==> src/bcmc_map.svh <==
// register offsets, field positions, reset values and timing figures of the charge controller
`ifndef BCMC_MAP_SVH
`define BCMC_MAP_SVH

`define BCMC_CLK_HZ        40000000
`define BCMC_TICK_SEC      1
`define BCMC_PWM_HZ        2000

`define BCMC_OFF_CTRL      8'h00
`define BCMC_OFF_DUTY      8'h04
`define BCMC_OFF_LIMITS    8'h08
`define BCMC_OFF_EQTIME    8'h0c
`define BCMC_OFF_STATUS    8'h10
`define BCMC_OFF_IRQ_STAT  8'h14
`define BCMC_OFF_IRQ_MASK  8'h18

`define BCMC_CTRL_MODE     1:0
`define BCMC_CTRL_CELLS    7:4
`define BCMC_CTRL_CLRF     8
`define BCMC_DUTY_BASE     7:0
`define BCMC_LIM_TEMP      11:0
`define BCMC_LIM_INLOW     27:16
`define BCMC_EQTIME_SEC    15:0

`define BCMC_RST_CTRL      32'h0000_0020
`define BCMC_RST_DUTY      32'h0000_00ff
`define BCMC_RST_LIMITS    32'h0400_0800
`define BCMC_RST_EQTIME    32'h0000_a8c0
`define BCMC_RST_MASK      32'h0000_0000

`define BCMC_V_FLOAT_CHK   11'd1300
`define BCMC_V_EQ_HI       11'd1410
`define BCMC_V_EQ_MAX      11'd1500
`define BCMC_V_FLT_HI      11'd1390
`define BCMC_V_OVERCHG     11'd1450
`define BCMC_V_RELEASE     11'd1350

`define BCMC_EQ_HI_SEC     5'd20
`define BCMC_EQ_MAX_SEC    5'd2
`define BCMC_FLT_HI_SEC    5'd20
`define BCMC_OC_SEC        5'd10
`define BCMC_OC_WINDOW_SEC 16'd3600
`define BCMC_ALARM_CODE    16'h0080

`define BCMC_RESP_OKAY     2'b00
`define BCMC_RESP_SLVERR   2'b10

`endif

==> src/bcmc_pkg.sv <==
// types of the charge controller
package bcmc_pkg;
  typedef enum logic [1:0] {SFLOATENTRY, SFLOAT, SEQUALIZE} bcmc_state_t;
  typedef enum logic [1:0] {OUTSTATICON, OUTPWM, OUTFORCEOFF} bcmc_outmode_t;
endpackage

==> src/bcmc_pwm.sv <==
// fixed-period pwm generator for the charger control line
`timescale 1ns/100ps
module bcmc_pwm #(
  parameter int unsigned PERIOD = 20000
) (
  input  wire logic       clk,
  input  wire logic       nrst,
  input  wire logic [7:0] duty,
  output logic            pwmOut
);
  logic [15:0] cnt_ff;
  logic [31:0] prod;
  logic [15:0] thr;
  logic        pwm_ff;

  assign prod = PERIOD * {24'h000000, duty};
  assign thr  = prod[23:8];
  assign pwmOut = pwm_ff;

  always_ff @(posedge clk) begin
    if (!nrst) begin
      cnt_ff <= 16'h0000;
    end else if (cnt_ff == 16'(PERIOD - 1)) begin
      cnt_ff <= 16'h0000;
    end else begin
      cnt_ff <= cnt_ff + 16'h0001;
    end
  end

  always_ff @(posedge clk) begin
    if (!nrst) begin
      pwm_ff <= 1'b0;
    end else begin
      pwm_ff <= (cnt_ff < thr);
    end
  end
endmodule

==> src/bcmc_persist.sv <==
// persistence timer: condition must hold for a number of whole seconds
`timescale 1ns/100ps
module bcmc_persist #(
  parameter logic [4:0] LIMIT = 5'd20
) (
  input  wire logic clk,
  input  wire logic nrst,
  input  wire logic tick,
  input  wire logic cond,
  output logic      hit,
  output logic      fire
);
  logic [4:0] cnt_ff;
  logic       fire_ff;

  assign hit  = (cnt_ff == LIMIT);
  assign fire = fire_ff;

  always_ff @(posedge clk) begin
    if (!nrst) begin
      cnt_ff <= 5'h00;
    end else if (!cond) begin
      cnt_ff <= 5'h00;
    end else if (tick && cnt_ff != LIMIT) begin
      cnt_ff <= cnt_ff + 5'h01;
    end
  end

  always_ff @(posedge clk) begin
    if (!nrst) begin
      fire_ff <= 1'b0;
    end else begin
      fire_ff <= cond && tick && (cnt_ff == LIMIT - 5'h01);
    end
  end
endmodule

==> src/bcmc_top.sv <==
// battery charge mode controller with axi4-lite register slave
// How it works
// - charging allowed on mains, charger stopped whenever running on battery
// - charger control output is active low; low shuts the charger down
// - control output also offers a 2 kHz pwm mode setting current limit
// - pwm duty derived from input voltage, temperature and battery state
// - power-up starts in float entry
// - disconnected battery keeps the machine in float entry, except under float lock, which holds float
// - on float entry, above 13 V per cell stays float, else equalize
// - equalize above 14.1 V per cell for 20 s returns to float
// - equalize above 15 V per cell for 2 s returns to float
// - equalize time counter returns to float entry at limit, default 12 h, settable
// - float above 13.9 V per cell for 20 s flags charger fault 0080
// - above 14.5 V per cell for 10 s is overcharge, forces float
// - five overcharges in an hour: alarm, beeping, blinking icon, float lock
// - overcharge on battery inhibits mains transfer until below 13.5 V per cell
`timescale 1ns/100ps
`include "bcmc_map.svh"
module bcmc_top
  import bcmc_pkg::*;
#(
  parameter int unsigned TICK_CYCLES = `BCMC_CLK_HZ * `BCMC_TICK_SEC,
  parameter int unsigned PWM_PERIOD  = `BCMC_CLK_HZ / `BCMC_PWM_HZ
) (
  input  wire logic        clk,
  input  wire logic        nrst,
  input  wire logic        mainsMode,
  input  wire logic        batConnected,
  input  wire logic [15:0] batVolt,
  input  wire logic [11:0] inVolt,
  input  wire logic [11:0] temperature,
  output logic             chargerRunN,
  output logic             buzzer,
  output logic             batIcon,
  output logic             transferInhibit,
  output logic             irq,
  input  wire logic [7:0]  awaddr,
  input  wire logic        awvalid,
  output logic             awready,
  input  wire logic [31:0] wdata,
  input  wire logic [3:0]  wstrb,
  input  wire logic        wvalid,
  output logic             wready,
  output logic [1:0]       bresp,
  output logic             bvalid,
  input  wire logic        bready,
  input  wire logic [7:0]  araddr,
  input  wire logic        arvalid,
  output logic             arready,
  output logic [31:0]      rdata,
  output logic [1:0]       rresp,
  output logic             rvalid,
  input  wire logic        rready
);
  localparam int PINW = 42;

  function automatic logic mapped(input logic [7:0] a);
    mapped = (a[7:5] == 3'h0) && (a[4:2] != 3'h7);
  endfunction

  function automatic logic [31:0] merge(input logic [31:0] old, input logic [31:0] nw,
                                        input logic [3:0] strb);
    for (int b = 0; b < 4; b++) begin
      merge[b*8 +: 8] = strb[b] ? nw[b*8 +: 8] : old[b*8 +: 8];
    end
  endfunction

  // string voltage above threshold times cells, same as per-cell voltage above threshold
  function automatic logic above(input logic [15:0] v, input logic [10:0] thr,
                                 input logic [3:0] cells);
    logic [15:0] lim;
    lim = 16'({thr, 4'h0} >> 4) * 16'({12'h000, cells});
    above = v > lim;
  endfunction

  logic [PINW-1:0] pinMeta_ff;
  logic [PINW-1:0] pinSync_ff;
  logic            mainsS;
  logic            batConnS;
  logic [15:0]     batVS;
  logic [11:0]     inVS;
  logic [11:0]     tempS;

  logic [31:0] ctrl_ff;
  logic [31:0] duty_ff;
  logic [31:0] limits_ff;
  logic [31:0] eqTime_ff;
  logic [31:0] mask_ff;
  logic [3:0]  irqStat_ff;

  logic        awHave_ff;
  logic        wHave_ff;
  logic [7:0]  awAddr_ff;
  logic [31:0] wData_ff;
  logic [3:0]  wStrb_ff;
  logic        awready_ff;
  logic        wready_ff;
  logic        bvalid_ff;
  logic [1:0]  bresp_ff;
  logic        arready_ff;
  logic        rvalid_ff;
  logic [31:0] rdata_ff;
  logic [1:0]  rresp_ff;
  logic        nxt_awHave;
  logic        nxt_wHave;
  logic        nxt_rvalid;
  logic        doWrite;
  logic        doRead;
  logic [31:0] rdMux;

  logic [25:0] tickCnt_ff;
  logic        tick_ff;
  logic [15:0] secNow_ff;
  bcmc_state_t state_ff;
  bcmc_state_t nxt_state;
  logic [15:0] eqSec_ff;
  logic        eqTimeUp;
  logic [3:0]  cells;
  logic [3:0]  cond;
  logic [3:0]  hit;
  logic [3:0]  fire;
  logic [15:0] ocTime_ff [4];
  logic [3:0]  ocValid_ff;
  logic        ocFire;
  logic        lockEvt;
  logic        locked_ff;
  logic        fault_ff;
  logic        inhibit_ff;
  logic [7:0]  nxt_duty;
  logic [7:0]  dutyEff_ff;
  logic        pwmOut;
  logic        chargeAllowCmd;
  logic        chargeStopCmd;
  logic        runN_ff;
  logic        buzzer_ff;
  logic        icon_ff;
  logic        irq_ff;
  logic [3:0]  evt;

  assign awready = awready_ff;
  assign wready  = wready_ff;
  assign bvalid  = bvalid_ff;
  assign bresp   = bresp_ff;
  assign arready = arready_ff;
  assign rvalid  = rvalid_ff;
  assign rdata   = rdata_ff;
  assign rresp   = rresp_ff;
  assign chargerRunN     = runN_ff;
  assign buzzer          = buzzer_ff;
  assign batIcon         = icon_ff;
  assign transferInhibit = inhibit_ff;
  assign irq             = irq_ff;

  // two-stage pin synchroniser
  always_ff @(posedge clk) begin
    if (!nrst) begin
      pinMeta_ff <= '0;
      pinSync_ff <= '0;
    end else begin
      pinMeta_ff <= {mainsMode, batConnected, batVolt, inVolt, temperature};
      pinSync_ff <= pinMeta_ff;
    end
  end
  assign {mainsS, batConnS, batVS, inVS, tempS} = pinSync_ff;
  assign cells = ctrl_ff[`BCMC_CTRL_CELLS];

  // one-second tick and free-running seconds
  always_ff @(posedge clk) begin
    if (!nrst) begin
      tickCnt_ff <= 26'h0;
      tick_ff    <= 1'b0;
      secNow_ff  <= 16'h0;
    end else begin
      tick_ff <= (tickCnt_ff == 26'(TICK_CYCLES - 1));
      tickCnt_ff <= (tickCnt_ff == 26'(TICK_CYCLES - 1)) ? 26'h0 : tickCnt_ff + 26'h1;
      if (tick_ff) begin
        secNow_ff <= secNow_ff + 16'h1;
      end
    end
  end

  // persistence conditions: eq hi, eq max, float hi, overcharge
  assign cond[0] = (state_ff == SEQUALIZE) && above(batVS, `BCMC_V_EQ_HI, cells);
  assign cond[1] = (state_ff == SEQUALIZE) && above(batVS, `BCMC_V_EQ_MAX, cells);
  assign cond[2] = (state_ff == SFLOAT) && above(batVS, `BCMC_V_FLT_HI, cells);
  assign cond[3] = above(batVS, `BCMC_V_OVERCHG, cells);

  localparam logic [4:0] DUR [4] = '{`BCMC_EQ_HI_SEC, `BCMC_EQ_MAX_SEC,
                                     `BCMC_FLT_HI_SEC, `BCMC_OC_SEC};
  for (genvar i = 0; i < 4; i++) begin : gTimer
    bcmc_persist #(.LIMIT(DUR[i])) uPersist (
      .clk  (clk),
      .nrst (nrst),
      .tick (tick_ff),
      .cond (cond[i]),
      .hit  (hit[i]),
      .fire (fire[i])
    );
  end
  assign ocFire = fire[3];

  // equalize elapsed time
  always_ff @(posedge clk) begin
    if (!nrst || state_ff != SEQUALIZE) begin
      eqSec_ff <= 16'h0;
    end else if (tick_ff && !eqTimeUp) begin
      eqSec_ff <= eqSec_ff + 16'h1;
    end
  end
  assign eqTimeUp = eqSec_ff >= eqTime_ff[`BCMC_EQTIME_SEC];

  // charge state machine
  always_comb begin
    nxt_state = state_ff;
    if (locked_ff) begin
      nxt_state = SFLOAT;
    end else if (!batConnS) begin
      nxt_state = SFLOATENTRY;
    end else begin
      case (state_ff)
        SFLOATENTRY: nxt_state = above(batVS, `BCMC_V_FLOAT_CHK, cells) ? SFLOAT : SEQUALIZE;
        SFLOAT:      nxt_state = SFLOAT;
        SEQUALIZE: begin
          if (hit[0] || hit[1] || eqTimeUp || ocFire) begin
            nxt_state = SFLOATENTRY;
          end
        end
        default:     nxt_state = SFLOATENTRY;
      endcase
    end
  end

  always_ff @(posedge clk) begin
    if (!nrst) begin
      state_ff <= SFLOATENTRY;
    end else begin
      state_ff <= nxt_state;
    end
  end

  // overcharge history over a sliding hour
  always_ff @(posedge clk) begin
    if (!nrst) begin
      ocValid_ff <= 4'h0;
      for (int i = 0; i < 4; i++) begin
        ocTime_ff[i] <= 16'h0;
      end
    end else begin
      for (int i = 0; i < 4; i++) begin
        if (tick_ff && (secNow_ff - ocTime_ff[i]) >= `BCMC_OC_WINDOW_SEC) begin
          ocValid_ff[i] <= 1'b0;
        end
      end
      if (ocFire) begin
        ocTime_ff[0]  <= secNow_ff;
        ocValid_ff[0] <= 1'b1;
        for (int i = 1; i < 4; i++) begin
          ocTime_ff[i]  <= ocTime_ff[i-1];
          ocValid_ff[i] <= ocValid_ff[i-1];
        end
      end
    end
  end
  assign lockEvt = ocFire && ocValid_ff[3] && !locked_ff;

  always_ff @(posedge clk) begin
    if (!nrst) begin
      locked_ff <= 1'b0;
    end else if (lockEvt) begin
      locked_ff <= 1'b1;
    end
  end

  always_ff @(posedge clk) begin
    if (!nrst) begin
      fault_ff <= 1'b0;
    end else if (fire[2]) begin
      fault_ff <= 1'b1;
    end else if (doWrite && awAddr_ff == `BCMC_OFF_CTRL && wStrb_ff[1] &&
                 wData_ff[`BCMC_CTRL_CLRF]) begin
      fault_ff <= 1'b0;
    end
  end

  always_ff @(posedge clk) begin
    if (!nrst) begin
      inhibit_ff <= 1'b0;
    end else if (ocFire && !mainsS) begin
      inhibit_ff <= 1'b1;
    end else if (!above(batVS, `BCMC_V_RELEASE, cells)) begin
      inhibit_ff <= 1'b0;
    end
  end

  // duty selection
  always_comb begin
    nxt_duty = duty_ff[`BCMC_DUTY_BASE];
    if (tempS > limits_ff[`BCMC_LIM_TEMP]) begin
      nxt_duty = nxt_duty >> 1;
    end
    if (inVS < limits_ff[`BCMC_LIM_INLOW]) begin
      nxt_duty = nxt_duty >> 1;
    end
    if (state_ff != SEQUALIZE) begin
      nxt_duty = nxt_duty - (nxt_duty >> 2);
    end
  end

  always_ff @(posedge clk) begin
    if (!nrst) begin
      dutyEff_ff <= 8'h00;
    end else begin
      dutyEff_ff <= nxt_duty;
    end
  end

  bcmc_pwm #(.PERIOD(PWM_PERIOD)) uPwm (
    .clk    (clk),
    .nrst   (nrst),
    .duty   (dutyEff_ff),
    .pwmOut (pwmOut)
  );

  assign chargeAllowCmd = mainsS;
  assign chargeStopCmd  = !mainsS;

  always_ff @(posedge clk) begin
    if (!nrst || chargeStopCmd) begin
      runN_ff <= 1'b0;
    end else begin
      case (bcmc_outmode_t'(ctrl_ff[`BCMC_CTRL_MODE]))
        OUTSTATICON: runN_ff <= chargeAllowCmd;
        OUTPWM:      runN_ff <= pwmOut;
        OUTFORCEOFF: runN_ff <= 1'b0;
        default:     runN_ff <= 1'b0;
      endcase
    end
  end

  // lock-up annunciation
  always_ff @(posedge clk) begin
    if (!nrst) begin
      buzzer_ff <= 1'b0;
      icon_ff   <= 1'b0;
    end else begin
      buzzer_ff <= locked_ff && (tickCnt_ff < 26'(TICK_CYCLES / 8));
      icon_ff   <= locked_ff ? (tickCnt_ff < 26'(TICK_CYCLES / 2)) : batConnS;
    end
  end

  // interrupt status, set wins over read clear
  assign evt = {nxt_state != state_ff, lockEvt, ocFire, fire[2]};
  always_ff @(posedge clk) begin
    if (!nrst) begin
      irqStat_ff <= 4'h0;
      irq_ff     <= 1'b0;
    end else begin
      irqStat_ff <= evt | ((doRead && araddr == `BCMC_OFF_IRQ_STAT) ? 4'h0 : irqStat_ff);
      irq_ff     <= |(irqStat_ff & mask_ff[3:0]);
    end
  end

  // axi4-lite write channel
  assign doWrite    = awHave_ff && wHave_ff && !bvalid_ff;
  assign nxt_awHave = doWrite ? 1'b0 : (awHave_ff || (awvalid && awready_ff));
  assign nxt_wHave  = doWrite ? 1'b0 : (wHave_ff || (wvalid && wready_ff));

  always_ff @(posedge clk) begin
    if (!nrst) begin
      awHave_ff  <= 1'b0;
      wHave_ff   <= 1'b0;
      awready_ff <= 1'b0;
      wready_ff  <= 1'b0;
      awAddr_ff  <= 8'h00;
      wData_ff   <= 32'h0;
      wStrb_ff   <= 4'h0;
    end else begin
      awHave_ff  <= nxt_awHave;
      wHave_ff   <= nxt_wHave;
      awready_ff <= !nxt_awHave;
      wready_ff  <= !nxt_wHave;
      if (awvalid && awready_ff) begin
        awAddr_ff <= awaddr;
      end
      if (wvalid && wready_ff) begin
        wData_ff <= wdata;
        wStrb_ff <= wstrb;
      end
    end
  end

  always_ff @(posedge clk) begin
    if (!nrst) begin
      bvalid_ff <= 1'b0;
      bresp_ff  <= `BCMC_RESP_OKAY;
    end else if (doWrite) begin
      bvalid_ff <= 1'b1;
      bresp_ff  <= mapped(awAddr_ff) ? `BCMC_RESP_OKAY : `BCMC_RESP_SLVERR;
    end else if (bready) begin
      bvalid_ff <= 1'b0;
    end
  end

  always_ff @(posedge clk) begin
    if (!nrst) begin
      ctrl_ff   <= `BCMC_RST_CTRL;
      duty_ff   <= `BCMC_RST_DUTY;
      limits_ff <= `BCMC_RST_LIMITS;
      eqTime_ff <= `BCMC_RST_EQTIME;
      mask_ff   <= `BCMC_RST_MASK;
    end else if (doWrite) begin
      case (awAddr_ff)
        `BCMC_OFF_CTRL:     ctrl_ff   <= merge(ctrl_ff, wData_ff, wStrb_ff) & 32'h0000_00f3;
        `BCMC_OFF_DUTY:     duty_ff   <= merge(duty_ff, wData_ff, wStrb_ff) & 32'h0000_00ff;
        `BCMC_OFF_LIMITS:   limits_ff <= merge(limits_ff, wData_ff, wStrb_ff) & 32'h0fff_0fff;
        `BCMC_OFF_EQTIME:   eqTime_ff <= merge(eqTime_ff, wData_ff, wStrb_ff) & 32'h0000_ffff;
        `BCMC_OFF_IRQ_MASK: mask_ff   <= merge(mask_ff, wData_ff, wStrb_ff) & 32'h0000_000f;
        default:            ;
      endcase
    end
  end

  // axi4-lite read channel
  assign doRead     = arvalid && arready_ff;
  assign nxt_rvalid = rvalid_ff ? !rready : doRead;

  always_comb begin
    case (araddr)
      `BCMC_OFF_CTRL:     rdMux = ctrl_ff;
      `BCMC_OFF_DUTY:     rdMux = duty_ff;
      `BCMC_OFF_LIMITS:   rdMux = limits_ff;
      `BCMC_OFF_EQTIME:   rdMux = eqTime_ff;
      `BCMC_OFF_STATUS:   rdMux = {(fault_ff || locked_ff) ? `BCMC_ALARM_CODE : 16'h0000,
                                   dutyEff_ff, ocValid_ff, inhibit_ff, locked_ff,
                                   state_ff == SEQUALIZE, fault_ff};
      `BCMC_OFF_IRQ_STAT: rdMux = {28'h0, irqStat_ff};
      `BCMC_OFF_IRQ_MASK: rdMux = mask_ff;
      default:            rdMux = 32'h0;
    endcase
  end

  always_ff @(posedge clk) begin
    if (!nrst) begin
      rvalid_ff  <= 1'b0;
      arready_ff <= 1'b0;
      rdata_ff   <= 32'h0;
      rresp_ff   <= `BCMC_RESP_OKAY;
    end else begin
      rvalid_ff  <= nxt_rvalid;
      arready_ff <= !nxt_rvalid;
      if (doRead) begin
        rdata_ff <= rdMux;
        rresp_ff <= mapped(araddr) ? `BCMC_RESP_OKAY : `BCMC_RESP_SLVERR;
      end
    end
  end
endmodule

==> config.mk <==
export PLATFORM = sky130hd
export DESIGN_NAME = bcmc_top
export DESIGN_NICKNAME = d
export VERILOG_FILES = /design/src/bcmc_pkg.sv /design/src/bcmc_pwm.sv /design/src/bcmc_persist.sv /design/src/bcmc_top.sv
export VERILOG_INCLUDE_DIRS = /design/src
export SDC_FILE = /design/constraint.sdc
export NUM_CORES = 1
export LEC_CHECK = 0
export BUFFER_PORTS_ARGS = -buffer_cell sky130_fd_sc_hd__buf_4
export CAP_MARGIN = 20
export CELL_PAD_IN_SITES_DETAIL_PLACEMENT = 0
export CELL_PAD_IN_SITES_GLOBAL_PLACEMENT = 2
export CORE_ASPECT_RATIO = 2
export CORE_MARGIN = 2
export CORE_UTILIZATION = 39
export CTS_CLUSTER_SIZE = 40
export DETAILED_ROUTE_END_ITERATION = 10
export PLACE_DENSITY_LB_ADDON = 0.3
export SLEW_MARGIN = 30
export SYNTH_ARGS = -nofsm -noshare
export SYNTH_HDL_FRONTEND = slang
export SYNTH_SLANG_ARGS = --single-unit
==> constraint.sdc <==
create_clock -name clk -period 5.79 [get_ports clk]
set_clock_uncertainty 0.05 [all_clocks]
set_input_delay 1.158 -clock clk [delete_from_list [all_inputs] [get_ports clk]]
set_output_delay 1.158 -clock clk [all_outputs]
set_load 0.05 [all_outputs]
==> results of run 1 <==
state kept, by name (all words and copies together) (netlist names), 6 cells and up:
signal	cells
ocTime_ff	64
pinMeta_ff	42
pinSync_ff	42
rdata	28
wData_ff	28
tickCnt_ff	26
limits_ff	24
gTimer.uPersist.cnt_ff	20
eqSec_ff	16
eqTime_ff	16
secNow_ff	16
uPwm.cnt_ff	16
awAddr_ff	8
dutyEff_ff	8
duty_ff	8
ctrl_ff	6
cells in the final DEF, fill, tap and decap left out, types with 22 or more instances in the layout:
master	instances
a21o_1	46
a21oi_1	196
a22oi_1	28
a31oi_1	22
and2_1	100
and3_1	33
buf_4	158
clkbuf_16	41
dfxtp_1	342
edfxtp_1	64
fa_1	24
ha_1	282
inv_1	214
mux2i_1	66
nand2_1	219
nand2b_1	30
nand3_1	71
nand4_1	46
nor2_1	299
nor2b_1	29
nor3_1	33
o21a_1	29
o21ai_0	84
xnor2_1	72
xor2_1	71
synth_stat cells (11+ instances only):
cell / count / area share
a211oi_1: 15 / 0.0047
a21o_1: 46 / 0.014
a21oi_1: 196 / 0.041
a22oi_1: 28 / 0.0087
a31oi_1: 22 / 0.0057
and2_1: 100 / 0.026
and3_1: 33 / 0.0085
clkbuf_1: 84 / 0.013
dfxtp_1: 342 / 0.28
edfxtp_1: 64 / 0.079
fa_1: 24 / 0.020
ha_1: 282 / 0.15
inv_1: 215 / 0.033
mux2i_1: 66 / 0.027
nand2_1: 219 / 0.034
nand2b_1: 31 / 0.0080
nand3_1: 71 / 0.015
nand4_1: 46 / 0.012
nor2_1: 300 / 0.047
nor2b_1: 29 / 0.0075
nor3_1: 33 / 0.0068
nor4_1: 15 / 0.0039
o211ai_1: 13 / 0.0040
o21a_1: 29 / 0.0090
o21ai_0: 84 / 0.017
o21bai_1: 15 / 0.0047
o31ai_1: 11 / 0.0034
or3_1: 17 / 0.0044
xnor2_1: 72 / 0.026
xor2_1: 71 / 0.026
layer usage:
layer	share of wire	vias to the layer above
met5	0	-
met1	0.37	9323
met2	0.55	397
li1	-	9795
met3	0.033	134
met4	0.046	0
final cells by class:
| cell class | count | area (sq um) | share of cell area |
|---|---|---|---|
| Sequential cell | 406 | 8768 | 0.3199 |
| Tap cell | 786 | 983.4 | 0.03588 |
| Clock buffer | 53 | 1141 | 0.04163 |
| Timing Repair Buffer | 158 | 1186 | 0.04328 |
| Inverter | 217 | 817.0 | 0.02981 |
| Clock inverter | 19 | 267.8 | 0.009769 |
| Multi-Input combinational cell | 2030 | 14240 | 0.5197 |
per-stage QoR:
step / utilization / worst slack [ns] / hold slack, ns
after floorplan: - / 0.9414 / 0.3619
after global placement: 0.4216 / 0.4682 / 0.3680
after detailed placement: 0.4216 / 0.4865 / 0.3711
after CTS: 0.4445 / 0.4624 / 0.3867
after global routing: 0.4445 / 0.1110 / 0.3951
final: 0.4445 / 0.4559 / 0.3837
path summary, 6_finish.rpt:
kind                        from                       to  slack (ns)  cells after the start
setup / recovery      ctrl_ff[6]  gTimer[2].uPersist.fire        0.46                     19
setup reg to reg      ctrl_ff[6]  gTimer[2].uPersist.fire        0.46                     19
hold / removal    pinMeta_ff[37]           pinSync_ff[37]        0.38                      1
hold reg to reg   pinMeta_ff[37]           pinSync_ff[37]        0.38                      1
power by group through the flow:
stage	Combinational, uW	Clock (uW)	Sequential [uW]
3_5_place_dp	1260	0	3100
5_1_grt	1460	2980	3050
2_1_floorplan	956	0	3070
4_1_cts	1270	2880	3040
6_report	1240	2800	3040
3_3_place_gp	1240	0	3100
cells by family (layout without fill, tap and decap cells):
logic type,Yosys count,count (layout)
other,1,6
buffers and inverters,319,447
AOI/OAI and AO/OA,550,550
adders and majority gates,306,306
muxes,71,71
DFF,406,406
xor gates and xnor gates,144,144
and+or+nand+nor,953,953
==> impl_metrics.py, run 1 <==
metrics = {
    "outcome": {
        "status": "complete, no violations",
    },
    "worst_setup_path": {
        "crit_top_cell": "ha_1",
        "cp_cell_sequence": "inv_1, ha_1, inv_1, fa_1, ha_1, a21o_1, a21oi_1, o21bai_1, a21oi_1, o21bai_1, a41o_1, xnor2_1, ha_1, nand4b_1, nor2_1, nand4_1, o2111a_1, o21ai_1, nor4_1",
        "cpMaxStageDelayCell": "dfxtp_1",
        "worstPathRequired_ns": 6.17,
        "crit_buf_inv": 2,
        "path_delay_family": "compound AO/OA/AOI/OAI gates",
        "cp-start-kind": "flip-flop",
        "arrival_ns": 5.71,
        "crit_path_end_kind": "flip-flop",
        "crit_type": "flip-flop to flip-flop",
        "cpPeakStageDelay_ns": 0.58,
        "critPathMaxFanout": 8,
    },
    "logic_synthesis": {
        "synthAdderAreaFrac": 0.1656,
        "ys_ff_latch": 406,
        "synth.distinct_cells": 91,
        "synth-xor-area-share": 0.05241,
        "synthCells": 2750,
        "yosysSeqAreaShare": 0.3622,
        "synth_flop_cell": "dfxtp_1",
        "synth_top_family_by_area": "simple AND/OR/NAND/NOR gates",
        "netlist_area_sq_um": 24210,
        "synth_edf_count": 64,
        "syn_avg_cell_area_sq_um": 8.803,
        "yosysWarnings": 0,
        "async_flop_share": 0,
        "synthMuxAreaShare": 0.02962,
        "synth_compound_area_frac": 0.1473,
        "synth-simple-area-share": 0.1921,
    },
    "routing": {
        "wl_microns": 67950,
        "drc": 0,
        "dr.pass1.iters": 6,
        "vias": 19650,
        "viasPerCell": 5.355,
        "ant_nets": 0,
        "avgRoutedWirePerCell_microns": 18.52,
        "drt_iter0_markers": 1070,
    },
    "cells_and_area": {
        "num_antenna_cells": 0,
        "nFillCells": 6140,
        "final_cells": 3669,
        "nets": 3260,
        "syn_to_final_growth_pct": 13.22,
        "final_area_sq_um": 27410,
        "drive_gt1_frac": 0.09192,
    },
    "power_and_ir_drop": {
        "p_leak_uw": 0.01195,
        "p_switching_uw": 1955,
        "p_per_area_nw_per_um2": 258.5,
        "worst_ir_drop_vdd_mv": 0.2403,
        "power_uw": 7085,
        "seqPwrFrac": 0.429,
        "pwr-share-comb": 0.176,
        "p_int_uw": 5130,
        "power.clock.fraction": 0.395,
        "sw_frac_of_total": 0.2759,
    },
    "sta": {
        "slew_viol_final": 0,
        "finalCritPeriodShare": 0.9213,
        "finalSetupTns_ns": 0,
        "rsz0062_at_grt": "false",
        "max-slew-margin-rel": 0.4027,
        "worst_pin_slew_ns": 0.8891,
        "setup_viol": 0,
        "period_needed_ns": 5.334,
        "max_freq_mhz": 187.5,
        "hold_viol_final": 0,
    },
    "global_route": {
        "grt.met3_usage": 0.02531,
        "overflow": 0,
        "grt_pass1_wl_microns": 106300,
        "top_usage_layer": "met2",
        "met2_usage": 0.4108,
        "grt_pass1_vias": 19890,
        "use_met1": 0.2139,
        "grt_usage": 0.2076,
        "grt_antenna_before_repair": 0,
        "grt_max_degree": 64,
    },
    "hold_path": {
        "min_path_type": "flip-flop to flip-flop",
    },
    "cts": {
        "clk_pin_slew_worst_paths_ns": 0.06,
        "cts_buffers": 40,
        "cts_repair_resize_count": 0,
        "cts_tree": "built",
        "cts_root_buf": "clkbuf_16",
        "clk_latency_ns": 0.56,
        "clock_path_buffers": 3,
        "post_cts_buffers": 0,
        "cts_htree_levels": 2,
        "hold_buffers": 0,
        "cts_sinks": 406,
    },
    "placement": {
        "hpwl_microns": 52470,
        "portBuffers": 136,
        "dp.cells": 3597,
        "place_area_sq_um": 26000,
        "place_congestion": 0.8715,
    },
    "floorplanning": {
        "num_rows": 129,
        "dieArea_sq_um": 64200,
        "io_pins": 147,
        "core-area_sq_um": 61660,
        "die_w_microns": 180.2,
        "die_y_microns": 356.3,
        "start_util": 0.3926,
    },
    "job": {
        "cap_violations": 0,
    },
}
(Power assumes the default switching activity.)
==> run 2, diff against run 1 <==
Settings changed: BUFFER_PORTS_ARGS -buffer_cell sky130_fd_sc_hd__buf_4 to not set, CORE_UTILIZATION 39 to 40, DONT_BUFFER_PORTS set to 1.
Clock period 5.79 ns to 6.1 ns, I/O delays scaled along.
==> run 2 against run 1 <==
  * Critical path depth increased by 1
  * Sequential cell count is the same
  * Sequential share of layout area grew 1.5 points
  * Die area is 2.5% lower
  * Combinational power fell by 11%
  * Critical path type unchanged
  * Critical endpoint is now uPwm.pwmOut
  * Largest cell class unchanged
==> impl_metrics.py, run 2 (same netlist as run 1, synthesis figures left out) <==
metrics = {
    "routing": {
        "drc": 0,
        "viasPerCell": 5.457,
        "ant_nets": 0,
        "vias": 19180,
        "avgRoutedWirePerCell_microns": 19.10,
        "drt_iter0_markers": 1134,
        "dr.pass1.iters": 6,
        "wl_microns": 67130,
    },
    "placement": {
        "hpwl_microns": 51590,
        "place_area_sq_um": 24950,
        "preCtsSetupSlack_ns": 0.7762,
        "place_congestion": 0.8875,
        "portBuffers": 0,
    },
    "floorplanning": {
        "start_util": 0.4041,
        "core-area_sq_um": 59910,
        "num_rows": 127,
        "die_y_microns": 351.9,
        "io_pins": 147,
        "dieArea_sq_um": 62620,
        "die_w_microns": 178.0,
    },
    "cells_and_area": {
        "largest_reg_flops": 64,
        "syn_to_final_growth_pct": 8.161,
        "drive_gt1_frac": 0.04269,
        "nets": 3121,
        "utilization": 0.4371,
        "num_antenna_cells": 0,
        "layout_common_cells": "dfxtp_1, nor2_1, ha_1",
        "final_common_cell": "dfxtp_1",
        "final_area_sq_um": 26180,
        "regMostFlops": "ocTime_ff",
        "reg.largest.list": "ocTime_ff: 64 flops, pinMeta_ff: 42 flops, pinSync_ff: 42 flops",
    },
    "cts": {
        "cts_htree_levels": 2,
        "cts_buffers": 39,
        "clock_path_buffers": 3,
        "post_cts_buffers": 0,
        "cts_sinks": 406,
        "clk_latency_ns": 0.57,
        "cts_repair_resize_count": 0,
        "clk_pin_slew_worst_paths_ns": 0.07,
        "hold_buffers": 0,
        "cts_root_buf": "clkbuf_16",
        "cts_tree": "built",
    },
    "global_route": {
        "grt_pass1_wl_microns": 105300,
        "grt_antenna_before_repair": 0,
        "overflow": 0,
        "grt_usage": 0.2148,
        "grt_pass1_vias": 19330,
        "grt_max_degree": 147,
    },
    "worst_setup_path": {
        "arrival_ns": 5.75,
        "cpPeakStageDelay_ns": 0.54,
        "crit_buf_inv": 2,
        "cp_cell_sequence": "ha_1, ha_1, inv_1, fa_1, fa_1, inv_1, fa_1, a21o_1, a21oi_1, o21bai_1, a21oi_1, o21ai_0, a21o_1, a21oi_1, xor2_1, ha_1, a21oi_1, o22ai_1, or4_1, a21oi_1",
        "regToRegEndpoint": "uPwm.pwmOut",
        "critPathLaunch": "dutyEff_ff[2]",
        "critPathMaxFanout": 5,
        "cp-endpoint": "uPwm.pwmOut",
        "r2r_start": "dutyEff_ff[2]",
        "reg2reg_depth": 20,
        "path_delay_family": "adder cells",
        "crit_path_end_kind": "flip-flop",
        "cpMaxStageDelayCell": "fa_1",
        "r2r_setup_slack_ns": 0.79,
        "crit_top_cell": "a21oi_1",
        "crit_type": "flip-flop to flip-flop",
        "worstPathRequired_ns": 6.54,
        "cp-start-kind": "flip-flop",
        "path_depth": 20,
    },
    "sta": {
        "hold_viol_final": 0,
        "finalCritPeriodShare": 0.8699,
        "rsz0062_at_grt": "false",
        "slew_viol_final": 0,
        "worst_pin_slew_ns": 0.9291,
        "max_freq_mhz": 188.4,
        "period_needed_ns": 5.307,
        "setup_viol": 0,
        "fin_ws_ns": 0.7933,
        "timing.hold.ws_ns": 0.3729,
        "max-slew-margin-rel": 0.3806,
        "finalSetupTns_ns": 0,
    },
    "hold_path": {
        "min_path_type": "flip-flop to flip-flop",
    },
    "outcome": {
        "status": "complete, no violations",
    },
    "job": {
        "cap_violations": 0,
    },
    "power_and_ir_drop": {
        "worst_ir_drop_vdd_mv": 0.2367,
        "p_per_area_nw_per_um2": 244.7,
        "p_leak_uw": 0.01118,
    },
}
## run 2: area by class of cell
cell class / instances / area, sq um
fillers: 5953 / 33720
multi-input cells: 2030 / 14250
flip-flops and latches: 406 / 8768
clock buffers: 58 / 1127
well taps: 774 / 968.4
inverters: 217 / 817.0
repair buffers: 20 / 150.1
clock inverters: 10 / 103.9
## run 2: per-layer routing
| metal | vias up | GRT usage | wire, microns |
|---|---|---|---|
| li1 | 9510 | - | - |
| met1 | 9144 | 0.2198 | 24450 |
| met2 | 386 | 0.4212 | 37120 |
| met3 | 141 | 0.02677 | 2354 |
| met4 | 0 | 0.09574 | 3211 |
| met5 | - | 0 | 0 |
## run 2: where the power goes
part           switching [uW]  internal (uW)  total [uW]
clock                    1080           1330        2410
combinational             619            480        1100
sequential               96.9           2800        2900
total                    1800           4610        6410
## run 2: metrics by stage
stage,instances,power (uW)
global placement,3447,4049
detailed placement,3447,4067
floorplan,2755,3826
CTS,3515,6515
global route,3515,6774
finish,3515,6406
## run 2: how the worst min path moves through the flow
stage                        start              to  slack, ns  cells after the start
global route        pinMeta_ff[34]  pinSync_ff[34]       0.39                      1
floorplan            pinMeta_ff[0]   pinSync_ff[0]       0.36                      1
detailed placement  pinMeta_ff[13]  pinSync_ff[13]       0.37                      1
global placement    pinMeta_ff[13]  pinSync_ff[13]       0.37                      1
finish              pinMeta_ff[34]  pinSync_ff[34]       0.37                      1
CTS                 pinMeta_ff[34]  pinSync_ff[34]       0.38                      1
## run 2: worst reg2reg max path, stage by stage, from the launching register on
cell      delay (ns)
dfxtp_1         0.51
ha_1            0.30
ha_1            0.28
inv_1           0.05
fa_1            0.48
fa_1            0.54
inv_1           0.06
fa_1            0.45
a21o_1          0.17
a21oi_1         0.23
o21bai_1        0.10
a21oi_1         0.23
o21ai_0         0.19
a21o_1          0.21
a21oi_1         0.17
xor2_1          0.18
ha_1            0.26
a21oi_1         0.16
o22ai_1         0.09
or4_1           0.39
a21oi_1         0.13
